[src/pbc_consts.svh]
// Constants for the port B/C pin function multiplexer: offsets, field layout, resets.
// Assumes inclusion by bare name from the package and the design module.
`ifndef PBC_CONSTS_SVH
`define PBC_CONSTS_SVH

// =====================================================================
// Register map (byte offsets on the AHB-Lite slave)
`define PBC_ADDR_W           12
`define PBC_OFF_PORTB_UPPER  12'h000
`define PBC_OFF_PORTC_LOWER  12'h004
`define PBC_OFF_PORTC_UPPER  12'h008

// =====================================================================
// Reset values
`define PBC_RST_PORTB_UPPER  32'h00000000
`define PBC_RST_PORTC_LOWER  32'h00000000
`define PBC_RST_PORTC_UPPER  32'h00000000

// =====================================================================
// Field layout and select encodings
`define PBC_SEL_W            2
`define PBC_SEL_GPIO         2'h0
`define PBC_SEL_PERIPH       2'h1
`define PBC_SEL_EXT_BIT      1
`define PBC_CU_FIRST_LSB     10
`define PBC_CU_WMASK         32'h0000ffff
`define PBC_PER_IN_ONLY      11'h00c

// =====================================================================
// Pin grouping: index 0..10 port B 48..58, 11..26 port C 64..79, 27..29 port C 85..87
`define PBC_NPINS            30
`define PBC_NB               11
`define PBC_NCLO             16
`define PBC_NCUP             3
`define PBC_CLO_BASE         11
`define PBC_CUP_BASE         27

`endif

[src/pbc_pkg.sv]
// Types shared by the pin function multiplexer and its surroundings.
// Assumes pbc_consts.svh is on the include path.
`include "pbc_consts.svh"

package pbc_pkg;

	// =================================================================
	// Pad drive bundle, one bit per muxed pin
	typedef struct packed {
		logic [`PBC_NPINS-1:0] dat;
		logic [`PBC_NPINS-1:0] oe;
	} pbc_pad_drive_t;

	// =================================================================
	// Peripheral signals on port B upper, bit 0 belongs to pin 48
	typedef struct packed {
		logic serialPortARxClock;
		logic spiASlaveTxEnable;
		logic spiAClock;
		logic spiASlaveOut;
		logic spiASlaveIn;
		logic encoder1Index;
		logic encoder1Strobe;
		logic encoder1InputB;
		logic encoder1InputA;
		logic captureChannel6;
		logic captureChannel5;
	} pbc_periph_t;

	// =================================================================
	// External data lines 21..31, bit 0 is line 21
	typedef struct packed {
		logic [`PBC_NB-1:0] dat;
		logic [`PBC_NB-1:0] oe;
	} pbc_ext_hi_t;

	// =================================================================
	// AHB-Lite request and response
	typedef struct packed {
		logic        hsel;
		logic [31:0] haddr;
		logic [1:0]  htrans;
		logic        hwrite;
		logic [2:0]  hsize;
		logic [31:0] hwdata;
		logic        hready;
	} pbc_ahb_req_t;

	typedef struct packed {
		logic [31:0] hrdata;
		logic        hreadyout;
		logic        hresp;
	} pbc_ahb_rsp_t;

endpackage : pbc_pkg

[src/pbc_pin_mux.sv]
// Pin function multiplexer for port B pins 48..58 and port C pins 64..79, 85..87.
// Assumes one AHB-Lite master on mclk, pad inputs asynchronous to mclk,
// and peripherals / external interface running on mclk.
// Select changes reach the pads one cycle after the register write lands.
//
// Functional notes
// - Port B pins 48..58: select 00 gives general-purpose I/O, the reset default.
// - Pin 58 select 01 routes serial port A receive clock, bidirectional.
// - Pin 57 select 01 gives SPI-A transmit enable, pin 56 SPI-A clock.
// - Pin 55 select 01 gives SPI-A slave out, pin 54 SPI slave in.
// - Pins 53..50 select 01 give encoder index, strobe, input B, input A.
// - Pin 49 select 01 gives capture channel 6, pin 48 capture channel 5.
// - Port B select 10/11 gives external data lines 21..31, bidirectional.
// - Port C pins 64..79: select 00 or 01 gives general-purpose I/O.
// - Port C pins 64..79 select 10/11: external data lines 15..0, outputs.
// - Pins 85..87 select 10/11 give address lines 13..15 as outputs.
// - Port C lower select fields are read/write and reset to zero.
`timescale 1ns/1ps
`include "pbc_consts.svh"

module pbc_pin_mux
	import pbc_pkg::*;
(
	input  wire logic                  mclk,
	input  wire logic                  arst_n,
	input  wire pbc_ahb_req_t          ahbReq,
	output pbc_ahb_rsp_t               ahbRsp,
	input  wire pbc_pad_drive_t        gpioDrive,
	output logic [`PBC_NPINS-1:0]      gpioIn,
	input  wire pbc_periph_t           periphDat,
	input  wire pbc_periph_t           periphOe,
	output pbc_periph_t                periphIn,
	input  wire pbc_ext_hi_t           extDataHi,
	output logic [`PBC_NB-1:0]         extDataHiIn,
	input  wire logic [`PBC_NCLO-1:0]  extDataLoDat,
	input  wire logic [`PBC_NCUP-1:0]  extAddrDat,
	input  wire logic [`PBC_NPINS-1:0] padIn,
	output pbc_pad_drive_t             padDrive
);

	// =================================================================
	// Select registers and bus data phase state
	logic [31:0]             portBUpperFunctionSelect;
	logic [31:0]             portCLowerFunctionSelect;
	logic [31:0]             portCUpperFunctionSelect;
	logic [31:0]             next_portBUpper;
	logic [31:0]             next_portCLower;
	logic [31:0]             next_portCUpper;
	logic                    dphWrite;
	logic [`PBC_ADDR_W-1:0]  dphAddr;
	logic                    addrAccept;
	logic [31:0]             next_rdata;

	// =================================================================
	// Pad synchroniser and mux results
	logic [`PBC_NPINS-1:0]   padInMeta;
	logic [`PBC_NPINS-1:0]   padInSync;
	logic [`PBC_SEL_W-1:0]   pinSel [`PBC_NPINS];
	pbc_pad_drive_t          next_padDrive;
	logic [`PBC_NPINS-1:0]   next_gpioIn;
	logic [`PBC_NB-1:0]      next_periphIn;
	logic [`PBC_NB-1:0]      next_extDataHiIn;
	logic [`PBC_NB-1:0]      perDatVec;
	logic [`PBC_NB-1:0]      perOeVec;

	// Per-group mux results, joined into the pad vectors further down
	logic [`PBC_NB-1:0]      bDat;
	logic [`PBC_NB-1:0]      bOe;
	logic [`PBC_NB-1:0]      bGin;
	logic [`PBC_NCLO-1:0]    cloDat;
	logic [`PBC_NCLO-1:0]    cloOe;
	logic [`PBC_NCLO-1:0]    cloGin;
	logic [`PBC_NCUP-1:0]    cupDat;
	logic [`PBC_NCUP-1:0]    cupOe;
	logic [`PBC_NCUP-1:0]    cupGin;

	// Encoder inputs A and B are input only; held as a vector so it can be indexed
	localparam logic [`PBC_NB-1:0] inOnlyPins = `PBC_PER_IN_ONLY;

	assign perDatVec = periphDat;
	assign perOeVec  = periphOe;

	// =================================================================
	// AHB-Lite address phase: zero wait states, so every phase is taken
	assign addrAccept = ahbReq.hsel & ahbReq.htrans[1] & ahbReq.hready;

	// Data phase write flag, a write lands at the end of its data phase
	always_ff @(posedge mclk or negedge arst_n) begin
		if (!arst_n) begin
			dphWrite <= 1'b0;
		end else begin
			dphWrite <= addrAccept & ahbReq.hwrite;
		end
	end

	// Data phase address, held until the next accepted address phase
	always_ff @(posedge mclk or negedge arst_n) begin
		if (!arst_n) begin
			dphAddr <= '0;
		end else if (addrAccept) begin
			dphAddr <= ahbReq.haddr[`PBC_ADDR_W-1:0];
		end
	end

	// Next register values; reads use these so a read right behind a write sees it
	always_comb begin
		next_portBUpper = portBUpperFunctionSelect;
		if (dphWrite && dphAddr == `PBC_OFF_PORTB_UPPER) begin
			next_portBUpper = ahbReq.hwdata;
		end
	end

	// Port C lower next value
	always_comb begin
		next_portCLower = portCLowerFunctionSelect;
		if (dphWrite && dphAddr == `PBC_OFF_PORTC_LOWER) begin
			next_portCLower = ahbReq.hwdata;
		end
	end

	// Port C upper next value, reserved half masked before it is stored
	always_comb begin
		next_portCUpper = portCUpperFunctionSelect;
		if (dphWrite && dphAddr == `PBC_OFF_PORTC_UPPER) begin
			next_portCUpper = ahbReq.hwdata & `PBC_CU_WMASK;
		end
	end

	// Port B upper select, all fields back to GPIO at reset
	always_ff @(posedge mclk or negedge arst_n) begin
		if (!arst_n) begin
			portBUpperFunctionSelect <= `PBC_RST_PORTB_UPPER;
		end else begin
			portBUpperFunctionSelect <= next_portBUpper;
		end
	end

	// Port C lower select
	always_ff @(posedge mclk or negedge arst_n) begin
		if (!arst_n) begin
			portCLowerFunctionSelect <= `PBC_RST_PORTC_LOWER;
		end else begin
			portCLowerFunctionSelect <= next_portCLower;
		end
	end

	// Port C upper select, reserved half never stored
	always_ff @(posedge mclk or negedge arst_n) begin
		if (!arst_n) begin
			portCUpperFunctionSelect <= `PBC_RST_PORTC_UPPER;
		end else begin
			portCUpperFunctionSelect <= next_portCUpper;
		end
	end

	// Read data chosen in the address phase; unmapped offsets read zero
	always_comb begin
		case (ahbReq.haddr[`PBC_ADDR_W-1:0])
			`PBC_OFF_PORTB_UPPER: next_rdata = next_portBUpper;
			`PBC_OFF_PORTC_LOWER: next_rdata = next_portCLower;
			`PBC_OFF_PORTC_UPPER: next_rdata = next_portCUpper;
			default:              next_rdata = 32'h00000000;
		endcase
	end

	// Response flops: always ready, always OKAY
	always_ff @(posedge mclk or negedge arst_n) begin
		if (!arst_n) begin
			ahbRsp.hrdata    <= 32'h00000000;
			ahbRsp.hreadyout <= 1'b1;
			ahbRsp.hresp     <= 1'b0;
		end else begin
			ahbRsp.hreadyout <= 1'b1;
			ahbRsp.hresp     <= 1'b0;
			if (addrAccept && !ahbReq.hwrite) begin
				ahbRsp.hrdata <= next_rdata;
			end
		end
	end

	// =================================================================
	// Pad input synchroniser, first stage; may go metastable, so nothing else reads it
	always_ff @(posedge mclk or negedge arst_n) begin
		if (!arst_n) begin
			padInMeta <= '0;
		end else begin
			padInMeta <= padIn;
		end
	end

	// Second stage; only this one feeds the mux
	always_ff @(posedge mclk or negedge arst_n) begin
		if (!arst_n) begin
			padInSync <= '0;
		end else begin
			padInSync <= padInMeta;
		end
	end

	// =================================================================
	// Pin index map: 0..10 are pins 48..58, 11..26 pins 64..79, 27..29 pins 85..87.
	// Pins 59..63 and 80..84 keep their storage but steer nothing here.
	always_comb begin
		// Port B upper fields start at bit 0
		for (int i = 0; i < `PBC_NB; i++) begin
			pinSel[i] = portBUpperFunctionSelect[2*i +: 2];
		end
		// Port C lower fields start at bit 0
		for (int i = 0; i < `PBC_NCLO; i++) begin
			pinSel[`PBC_CLO_BASE+i] = portCLowerFunctionSelect[2*i +: 2];
		end
		// Port C upper fields start above the unused pins 80..84
		for (int i = 0; i < `PBC_NCUP; i++) begin
			pinSel[`PBC_CUP_BASE+i] = portCUpperFunctionSelect[`PBC_CU_FIRST_LSB+2*i +: 2];
		end
	end

	// =================================================================
	// Function mux, one process per port C group and two for port B. Functions that do not own a
	// pin see a constant zero from it, so a stale level never leaks across.

	// Port B upper drive: GPIO, a peripheral, or external data lines 31..21
	always_comb begin
		bDat = '0;
		bOe  = '0;
		for (int i = 0; i < `PBC_NB; i++) begin
			if (pinSel[i][`PBC_SEL_EXT_BIT]) begin
				// Pin 48 is line 31, pin 58 is line 21
				bDat[i] = extDataHi.dat[`PBC_NB-1-i];
				bOe[i]  = extDataHi.oe[`PBC_NB-1-i];
			end else if (pinSel[i] == `PBC_SEL_PERIPH) begin
				// Encoder inputs A and B never drive the pad
				bDat[i] = perDatVec[i];
				bOe[i]  = perOeVec[i] & ~inOnlyPins[i];
			end else begin
				bDat[i] = gpioDrive.dat[i];
				bOe[i]  = gpioDrive.oe[i];
			end
		end
	end

	// Port B input routing back to the function that owns each pin
	always_comb begin
		bGin             = '0;
		next_periphIn    = '0;
		next_extDataHiIn = '0;
		for (int i = 0; i < `PBC_NB; i++) begin
			if (pinSel[i][`PBC_SEL_EXT_BIT]) begin
				next_extDataHiIn[`PBC_NB-1-i] = padInSync[i];
			end else if (pinSel[i] == `PBC_SEL_PERIPH) begin
				next_periphIn[i] = padInSync[i];
			end else begin
				bGin[i] = padInSync[i];
			end
		end
	end

	// Port C lower: GPIO, or external data lines 15..0 as outputs only
	always_comb begin
		cloDat = '0;
		cloOe  = '0;
		cloGin = '0;
		for (int k = 0; k < `PBC_NCLO; k++) begin
			if (pinSel[`PBC_CLO_BASE+k][`PBC_SEL_EXT_BIT]) begin
				// Pin 64 is line 15, pin 79 is line 0
				cloDat[k] = extDataLoDat[`PBC_NCLO-1-k];
				cloOe[k]  = 1'b1;
			end else begin
				// Select 01 behaves like 00 on this port
				cloDat[k] = gpioDrive.dat[`PBC_CLO_BASE+k];
				cloOe[k]  = gpioDrive.oe[`PBC_CLO_BASE+k];
				cloGin[k] = padInSync[`PBC_CLO_BASE+k];
			end
		end
	end

	// Port C upper: GPIO, or address lines 13..15 as outputs only
	always_comb begin
		cupDat = '0;
		cupOe  = '0;
		cupGin = '0;
		for (int k = 0; k < `PBC_NCUP; k++) begin
			if (pinSel[`PBC_CUP_BASE+k][`PBC_SEL_EXT_BIT]) begin
				// Pins 85..87 are address lines 13..15
				cupDat[k] = extAddrDat[k];
				cupOe[k]  = 1'b1;
			end else begin
				// Select 01 behaves like 00 on this port
				cupDat[k] = gpioDrive.dat[`PBC_CUP_BASE+k];
				cupOe[k]  = gpioDrive.oe[`PBC_CUP_BASE+k];
				cupGin[k] = padInSync[`PBC_CUP_BASE+k];
			end
		end
	end

	// Pads are numbered from pin 48 up, port B in the low bits
	assign next_padDrive = {cupDat, cloDat, bDat, cupOe, cloOe, bOe};
	assign next_gpioIn   = {cupGin, cloGin, bGin};

	// =================================================================
	// Pad drive flops: cost one cycle of latency but keep pad timing clean
	always_ff @(posedge mclk or negedge arst_n) begin
		if (!arst_n) begin
			padDrive <= '0;
		end else begin
			padDrive <= next_padDrive;
		end
	end

	// GPIO input flops, zero for pins owned by another function
	always_ff @(posedge mclk or negedge arst_n) begin
		if (!arst_n) begin
			gpioIn <= '0;
		end else begin
			gpioIn <= next_gpioIn;
		end
	end

	// Peripheral input flops
	always_ff @(posedge mclk or negedge arst_n) begin
		if (!arst_n) begin
			periphIn <= '0;
		end else begin
			periphIn <= next_periphIn;
		end
	end

	// External data input flops for lines 21..31
	always_ff @(posedge mclk or negedge arst_n) begin
		if (!arst_n) begin
			extDataHiIn <= '0;
		end else begin
			extDataHiIn <= next_extDataHiIn;
		end
	end

endmodule : pbc_pin_mux

[config.mk]
export PLATFORM = sky130hd
export DESIGN_NAME = pbc_pin_mux
export DESIGN_NICKNAME = d
export VERILOG_FILES = /design/src/pbc_pkg.sv /design/src/pbc_pin_mux.sv
export VERILOG_INCLUDE_DIRS = /design/src
export SDC_FILE = /design/constraint.sdc
export NUM_CORES = 1
export LEC_CHECK = 0
export BUFFER_PORTS_ARGS = -buffer_cell sky130_fd_sc_hd__buf_2
export CAP_MARGIN = 20
export CORE_MARGIN = 2
export CORE_UTILIZATION = 52
export CTS_CLUSTER_SIZE = 10
export DETAILED_ROUTE_END_ITERATION = 12
export PLACE_DENSITY_LB_ADDON = 0.08
export SKIP_LAST_GASP = 1
export SYNTH_ARGS = -nofsm -noshare
export SYNTH_HDL_FRONTEND = slang
export SYNTH_SLANG_ARGS = --single-unit
export TNS_END_PERCENT = 1
[constraint.sdc]
create_clock -name mclk -period 5.9 [get_ports mclk]
set_input_delay 0.59 -clock mclk [delete_from_list [all_inputs] [get_ports mclk]]
set_output_delay 0.59 -clock mclk [all_outputs]
set_load 0.1 [all_outputs]
### Word-level counts from Yosys, hierarchy flattened

Index checks and enable logic that the tools add are counted.

* memories: 0
* bits in latches: 0
* register bits: 313
* word-level logic and storage cells: 208
* memory bits (read-only): 0
* memory bits (writable): 0

* equal/unequal tests: 15
* order comparisons: 0
* shift-type cells: 0
* bitwise gates (word level): 3
* muxes and demuxes: 160
* multiply operators: 0
* reduce and logical (&&, ||, !) cells: 7
* add/subtract/negate cells: 0
* div/mod/pow operators: 0

Operators with widths (number)
* 1-bit 2-to-1 mux: 156
* 32-bit 2-to-1 mux: 3
* 32-bit one-hot mux with 3 select lines: 1
* 12-bit by 3-bit equality test with 1-bit output (second input constant): 2
* 12-bit by 4-bit equality test with 1-bit output (second input constant): 2
* 12-bit zero test: 2
* 2-bit by 1-bit equality test with 1-bit output (second input constant): 11
* 1-bit logical AND: 4
* 1-bit AND: 3
* 1-bit zero test: 1

### Longest topological paths before layout

Gate-level depths: netlist of the first run.

* word-level depth: 4
* gate-level depth with buffers: 8

### Least setup slack after synthesis of the first run

OpenSTA, ideal clock, no wires.

* kind: flip-flop to flip-flop
* from: register dphAddr[9]
* to: register ahbRsp[5] (netlist name)
* setup time: 0.124 ns
* buffers on the path: 2
* period minus slack after synthesis: 2.088 ns
* path slack: 3.812 ns
* stages on the path, launching flop included: 8
* arrival time: 1.964 ns
* path through: dfrtp_1 > nor4_4 > and4_2 > buf_2 > buf_2 > mux2_2 > nor2b_1 > a211o_1

* longest elaborated chain between the ends: 4
* elaborated cells between the ends (all ways): 10

Ends and longest elaborated chain
* start, declared: line pbc_pin_mux.sv:50 `` logic [`PBC_ADDR_W-1:0] dphAddr; ``
* start signal, assigned: line pbc_pin_mux.sv:101 `` dphAddr <= ahbReq.haddr[`PBC_ADDR_W-1:0]; ``
* 12-bit by 3-bit equality test with 1-bit output (no line)
* 1-bit logical AND (no line)
* 32-bit 2-to-1 mux: line pbc_pin_mux.sv:116 `` if (dphWrite && dphAddr == `PBC_OFF_PORTC_LOWER) begin ``
* net next_portCLower[3]: line pbc_pin_mux.sv:47 `logic [31:0] next_portCLower;`
* 32-bit one-hot mux with 3 select lines: line pbc_pin_mux.sv:158 `` case (ahbReq.haddr[`PBC_ADDR_W-1:0]) ``
* end, declared: line pbc_pin_mux.sv:27 `output pbc_ahb_rsp_t ahbRsp,`

The timed path passes the listed nets, and every way through them passes these cells.
A chain may end at the register's enable or synchronous reset.

### Worst setup path after layout of the first run

* from: input port ahbReq[36] (netlist name)
* to: register ahbRsp[17] (netlist name)

* longest elaborated chain between the ends: 2

Ends and longest elaborated chain
* start, declared: line pbc_pin_mux.sv:26 `input wire pbc_ahb_req_t ahbReq,`
* 1-bit zero test: line pbc_pin_mux.sv:175 `if (addrAccept && !ahbReq.hwrite) begin`
* 1-bit logical AND: line pbc_pin_mux.sv:175

Every way passes these cells.

==> results.json, run 1 <==
{
  "slew_headroom_pct": 33.3,
  "start_util_pct": 53.2,
  "grt_setup_unrepaired": "false",
  "fin_crit_ns": 3.06,
  "cp-start-kind": "primary input",
  "drtPass1Iterations": 4,
  "outcome": "finished, final reports clean",
  "internal-power_w": 0.00354,
  "syn_area_per_cell_um2": 15.2,
  "p_clk_share_pct": 38.4,
  "seq_area_frac_synth_pct": 69.6,
  "required_ns": 6.32,
  "tns_ns": 0,
  "worst_ep_arrival_time_ns": 3.48,
  "ant_nets": 0,
  "r2r_start": "dphAddr[3]",
  "ys_ff_latch": 313,
  "crit_path_end_kind": "flop",
  "reg2reg_depth": 6,
  "ioPinCount": 373,
  "clk_path_buf_depth": 3,
  "max_freq_mhz": 327,
  "hold_buffers": 0,
  "tightest_slew_ns": 0.998,
  "drt-initial-drc-count": 295,
  "cp_max_fo": 34,
  "path_clk_slew_ns": 0.05,
  "clock-root-buffer": "clkbuf_16",
  "power.leakage_nw": 7.35,
  "power_density_mw_per_mm2": 344,
  "grt_pass1_vias": 7330,
  "vias": 7192,
  "drive_above_1_share_pct": 46.6,
  "netlist_instances": 740,
  "track_usage_pct": 22.0,
  "antenna_cells": 0,
  "vias_per_cell": 5.23,
  "dpl_worst_slack_ns": 2.31,
  "io_buffers": 344,
  "sw_frac_of_total_pct": 27.5,
  "critPathKind": "primary input to flop",
  "setup_slack_ns": 2.84,
  "cts_tree": "built",
  "dp_hpwl_mm": 16.5,
  "irDropWorstVdd_mv": 0.289,
  "drv_cap": 0,
  "yosysWarningCount": 0,
  "drv_slew": 0,
  "gp_congestion": 0.780,
  "crit_path_start": "ahbReq[36]",
  "numClockSinks": 313,
  "grt-ovfl-total": 0,
  "die_h_um": 151,
  "finalCritPeriodShare_pct": 51.8,
  "post_cts_buffers": 0,
  "num_rows": 53,
  "remaining_drc_errors": 0,
  "clock_skew_ns": 0.00740,
  "seq_power_share_pct": 47.6,
  "setup_viol": 0,
  "routedWlPerCell_um": 18.3,
  "r2r_end": "ahbRsp[14]",
  "finalHoldViolCount": 0,
  "finalPower_w": 0.00489,
  "syn-cell-area_mm2": 0.0113,
  "grt_max_degree": 174,
  "cts_made_buffers": 37,
  "antenna_found_initial": 0,
  "wl_mm": 25.1,
  "die_area_mm2": 0.0228,
  "clock_latency_ns": 0.49,
  "die_w_um": 151,
  "htree_num_levels": 2,
  "ys_types": 35,
  "hp-class": "primary input to async pin",
  "synth_nets": 967,
  "core_mm2": 0.0212,
  "nets": 1324,
  "rrSetupSlack_ns": 3.27,
  "grt_pass1_wl_mm": 38.7,
  "p_switching_w": 0.00135,
  "syn_to_final_growth_pct": 26.0,
  "p_comb_share_pct": 14.0,
  "ctsResizeCount": 0
}
cell usage in the layout, fill, tap and decap left out, types with 5 or more instances in the layout:
master,instances
or2_2,19
dfrtp_1,313
nor2_1,5
a32o_1,16
buf_4,5
o21ai_0,20
nand2_1,20
inv_1,17
a32oi_1,16
nand3_1,17
and3b_1,11
buf_2,343
mux2_2,77
a211o_1,16
nor2b_1,35
and2_1,27
o211ai_1,16
mux2i_1,36
clkbuf_16,37
nor3b_1,11
mux2_4,18
synthesized netlist by cell type, drive strengths merged:
cell | number | area [um^2]
or3b | 1 | 11.3
a32oi | 16 | 140
nor3b | 11 | 82.6
and3b | 12 | 105
nand3b | 1 | 7.51
clkbuf | 14 | 52.6
a211o | 16 | 140
mux2 | 95 | 1140
and4 | 1 | 10.0
and2 | 27 | 169
nand4 | 1 | 6.26
buf | 18 | 111
nand3 | 17 | 85.1
o21ai | 20 | 100
nor4 | 4 | 55.1
nand2 | 20 | 75.1
a32o | 16 | 160
o211ai | 16 | 120
and4b | 1 | 10.0
nor2b | 35 | 219
mux2i | 36 | 360
inv | 17 | 63.8
a22o | 2 | 17.5
dfrtp | 313 | 7830
nor4b | 1 | 15.0
nand4b | 2 | 23.8
conb | 2 | 7.51
nor2 | 6 | 22.5
or2 | 19 | 119
layer usage:
layer / GRT usage (%) / up-vias / wire length [um]
met5: 0 / - / 0
met4: 6.45 / 0 / 552
met3: 5.36 / 45 / 1730
met2: 38.3 / 242 / 12800
met1: 27.4 / 3613 / 10000
li1: - / 3292 / -
layout make-up:
| cell class | instances | area (um^2) |
|---|---|---|
| sequential | 313 | 7830 |
| fill | 1581 | 6960 |
| multi-input combinational | 378 | 3210 |
| timing repair buffer | 350 | 1790 |
| clock buffer | 40 | 947 |
| tap | 275 | 344 |
| inverter | 17 | 63.8 |
| clock inverter | 1 | 5.00 |
registers in the layout (all words and copies together) (netlist names):
| name | flops |
|---|---|
| extDataHiIn | 11 |
| gpioIn | 30 |
| portCUpperFunctionSelect | 32 |
| ahbRsp | 32 |
| dphAddr | 12 |
| padInSync | 30 |
| dphWrite | 1 |
| portBUpperFunctionSelect | 32 |
| padInMeta | 30 |
| portCLowerFunctionSelect | 32 |
| periphIn | 11 |
| padDrive | 60 |
how the worst max path moves through the flow:
stage	to	slack (ns)	depth (start not counted)
final	ahbRsp[17]	2.84	8
after global routing	ahbRsp[17]	2.67	8
after CTS	ahbRsp[17]	2.81	8
after detailed placement	ahbRsp[16]	2.31	8
after global placement	ahbRsp[12]	2.30	8
after floorplan	ahbRsp[5]	3.81	7
power groups by stage:
| stage | logic, W | registers, W | clock network [W] |
|---|---|---|---|
| 2_1_floorplan | 0.000114 | 0.00273 | 0 |
| 3_3_place_gp | 0.000682 | 0.00236 | 0 |
| 3_5_place_dp | 0.000688 | 0.00236 | 0 |
| 4_1_cts | 0.000690 | 0.00232 | 0.00193 |
| 5_1_grt | 0.000720 | 0.00234 | 0.00202 |
| 6_report | 0.000683 | 0.00232 | 0.00188 |
logic make-up after synthesis:
group	count (synthesis)	share of synthesized area (%)
AO/OA/AOI/OAI	86	6.02
multiplexers	131	13.3
flip-flops	313	69.6
other	2	0.0667
AND/OR/NAND/NOR	159	9.02
buffers and inverters	49	2.02
stage by stage:
step                      cell area [um^2]  utilization (%)  hold slack (ns)  instances
after CTS                            14200             67.1            0.113       1374
final                                14200             67.1           0.0848       1374
after global placement               13200             62.6            0.332       1333
after floorplan                      11300                -            0.294        740
after detailed placement             13200             62.6            0.335       1333
after global routing                 14200             67.1            0.134       1374
worst max-delay path: stages:
cell	delay [ns]
buf_2	0.10
nand4b_1	0.18
buf_4	0.30
and4b_2	0.94
nand3b_1	0.65
buf_4	0.45
nor2b_1	0.14
a211o_1	0.11
No activity file was read; power rests on OpenSTA's default activity.
==> run 2, diff against run 1 <==
--- a/config.mk
+++ b/config.mk
@@ -6,10 +6,11 @@
 export SDC_FILE = /design/constraint.sdc
 export NUM_CORES = 1
 export LEC_CHECK = 0
+export ABC_AREA = 1
 export BUFFER_PORTS_ARGS = -buffer_cell sky130_fd_sc_hd__buf_2
 export CAP_MARGIN = 20
 export CORE_MARGIN = 2
-export CORE_UTILIZATION = 52
+export CORE_UTILIZATION = 51
 export CTS_CLUSTER_SIZE = 10
 export DETAILED_ROUTE_END_ITERATION = 12
 export PLACE_DENSITY_LB_ADDON = 0.08
==> constraint.sdc (replaced) <==
create_clock -name mclk -period 3.2 [get_ports mclk]
set_input_delay 0.32 -clock mclk [delete_from_list [all_inputs] [get_ports mclk]]
set_output_delay 0.32 -clock mclk [all_outputs]
set_load 0.1 [all_outputs]
==> run 2 against run 1 <==
Effect of this change: first-iteration DRC count increased by 120%; final cell count up 48%; core utilization fell by 0.15 points; setup slack got worse by 2.2 ns; combinational power is 120% higher; worst hold slack lost 0.068 ns; global-route usage up 2.7 points; largest cell class unchanged.
==> results.json, run 2 <==
{
  "fillers": 2006,
  "synthTopCellsByCount": "dfrtp_1 (313), nand2_1 (259), nand3_1 (213), inv_1 (191), nor2_1 (115)",
  "start_util_pct": 52.1,
  "rrSetupSlack_ns": 0.66,
  "cp-start-kind": "flop",
  "netlist_instances": 1314,
  "grt_pass1_vias": 9956,
  "final_cell_mix": "buf_2 (343), dfrtp_1 (313), nand2_1 (259)",
  "numClockSinks": 313,
  "final_cell_area_mm2": 0.0158,
  "die_area_mm2": 0.0254,
  "tns_ns": 0,
  "fin_crit_ns": 2.54,
  "vias": 9910,
  "synth_top_area_share_pct": 63.6,
  "cts_tree": "built",
  "post_cts_buffers": 0,
  "max_freq_mhz": 393,
  "drtPass1Iterations": 5,
  "grt-ovfl-total": 0,
  "io_buffers": 344,
  "r2r_start": "dphAddr[2]",
  "critPathKind": "flop to flop",
  "die_h_um": 159,
  "clock-root-buffer": "clkbuf_16",
  "mostFrequentLayoutCell": "buf_2",
  "die_w_um": 159,
  "hold_buffers": 41,
  "ys_async_sr_fraction_pct": 100,
  "vias_per_cell": 4.88,
  "drv_cap": 0,
  "outcome": "finished, final reports clean",
  "setup_viol": 0,
  "wl_mm": 31.0,
  "cp_max_fo": 33,
  "drt-initial-drc-count": 662,
  "seq_power_share_pct": 45.8,
  "grt_max_degree": 86,
  "clock_skew_ns": 0.0116,
  "p_comb_share_pct": 16.1,
  "syn_to_final_growth_pct": 28.4,
  "synth_edf_count": 0,
  "grt_setup_unrepaired": "false",
  "r2r_end": "portCUpperFunctionSelect[29]",
  "cts_made_buffers": 37,
  "ant_nets": 0,
  "syn_area_per_cell_um2": 9.37,
  "drive_above_1_share_pct": 25.4,
  "p_clk_share_pct": 38.2,
  "grt_pass1_wl_mm": 50.3,
  "antenna_found_initial": 5,
  "worst_ep_arrival_time_ns": 2.90,
  "crit_path_end_kind": "flop",
  "path_clk_slew_ns": 0.06,
  "ctsResizeCount": 0,
  "track_usage_pct": 24.6,
  "irDropWorstVdd_mv": 0.477,
  "internal-power_w": 0.00664,
  "slew_headroom_pct": 42.8,
  "routedWlPerCell_um": 15.2,
  "dpl-instance-area_mm2": 0.0144,
  "top_register": "padDrive",
  "dp_hpwl_mm": 20.5,
  "holdPathStages": 2,
  "yosysMostFrequentCell": "dfrtp_1",
  "fin_hold_ws_ns": 0.0168,
  "reg2reg_depth": 6,
  "finalHoldViolCount": 0,
  "ys_ff_latch": 313,
  "core_mm2": 0.0236,
  "htree_num_levels": 2,
  "min_to": "padDrive[19]",
  "gp_congestion": 0.859,
  "nets": 1934,
  "drv_slew": 0,
  "finalCritPeriodShare_pct": 79.5,
  "p_switching_w": 0.00270,
  "clk_path_buf_depth": 3,
  "sw_frac_of_total_pct": 28.9,
  "power_density_mw_per_mm2": 591,
  "ioPinCount": 373,
  "required_ns": 3.55,
  "hold_start": "gpioDrive[19]",
  "synth_area_leaders": "dfrtp_1 (64%), nand3_1 (8.7%), nand2_1 (7.9%)",
  "num_rows": 56,
  "largest_reg_flops": 60,
  "syn-cell-area_mm2": 0.0123,
  "clock_latency_ns": 0.50,
  "tightest_slew_ns": 0.855,
  "remaining_drc_errors": 0,
  "synth_nets": 1541,
  "hp-class": "primary input to flop",
  "seq_area_frac_synth_pct": 63.6,
  "power.leakage_nw": 8.78,
  "yosys_most_used_dff": "dfrtp_1",
  "yosysWarningCount": 0,
  "synth_top_cell_by_area": "dfrtp_1",
  "ys_types": 22
}
run 2: cell count changes in the layout (fill, tap and decap cells not counted), sizes merged, moves of 35 or more:
| cell | delta |
|---|---|
| and2 | +53 |
| dlygate4sd3 | +41 |
| inv | +175 |
| mux2 | -89 |
| mux2i | -36 |
| nand2 | +242 |
| nand3 | +196 |
| nor2 | +115 |
| nor2b | -35 |
| nor3 | +51 |
run 2: logic make-up after synthesis:
logic type	Yosys count	share of synthesized area (%)
AOI/OAI and AO/OA	9	0.417
DFF	313	63.6
muxes	6	0.549
other	2	0.0610
and+or+nand+nor	747	27.7
buffers and inverters	237	7.65
run 2: critical path: stages, from the launching register on:
cell and delay, ns:
dfrtp_1 0.43, inv_2 0.10, nand3_1 0.11, nor2_4 0.43, nand2_2 0.58, inv_1 0.65, nor2_1 0.09
run 2: cell type report:
cell class                      count  area [um^2]  share of cell area [%]
Inverter                          192          721                    4.56
Antenna cell                        4         10.0                  0.0633
Clock buffer                       39          943                    5.97
Clock inverter                      1         30.0                   0.190
Sequential cell                   313         7830                    49.6
Multi-Input combinational cell    764         3570                    22.6
Timing Repair Buffer              399         2300                    14.5
Tap cell                          319          399                    2.53
run 2: worst max path at each step:
stage | endpoint | slack (ns) | start | cells past startpoint
floorplan | ahbRsp[33] | 1.77 | dphAddr[11] | 10
global placement | portCUpperFunctionSelect[30] | 0.74 | dphAddr[2] | 6
detailed placement | portCUpperFunctionSelect[29] | 0.72 | dphAddr[2] | 6
CTS | portCUpperFunctionSelect[29] | 0.69 | dphAddr[2] | 6
global route | ahbRsp[24] | 0.46 | dphAddr[1] | 9
finish | portCUpperFunctionSelect[29] | 0.66 | dphAddr[2] | 6
run 2: per-stage QoR:
step           utilization, %  total power (W)  instances  worst slack (ns)
6_report                 66.9          0.00934       2031             0.657
5_1_grt                  66.9          0.00969       2031             0.455
4_1_cts                  66.9          0.00943       2027             0.690
3_5_place_dp             61.0          0.00580       1946             0.716
3_3_place_gp             61.0          0.00579       1946             0.737
2_1_floorplan               -          0.00539       1314              1.77
run 2: power by group through the flow:
| stage | clock network, W | registers [W] | logic, W |
|---|---|---|---|
| 4_1_cts | 0.00365 | 0.00427 | 0.00151 |
| 3_3_place_gp | 0 | 0.00433 | 0.00145 |
| 5_1_grt | 0.00380 | 0.00429 | 0.00160 |
| 2_1_floorplan | 0 | 0.00512 | 0.000268 |
| 3_5_place_dp | 0 | 0.00434 | 0.00147 |
| 6_report | 0.00356 | 0.00427 | 0.00150 |
run 2: per-layer routing:
metal	track usage, %	up-vias	wire length [um]
li1	-	4825	-
met1	31.9	4664	13200
met2	42.0	349	15000
met3	4.64	70	1870
met4	8.47	2	887
met5	0	-	18
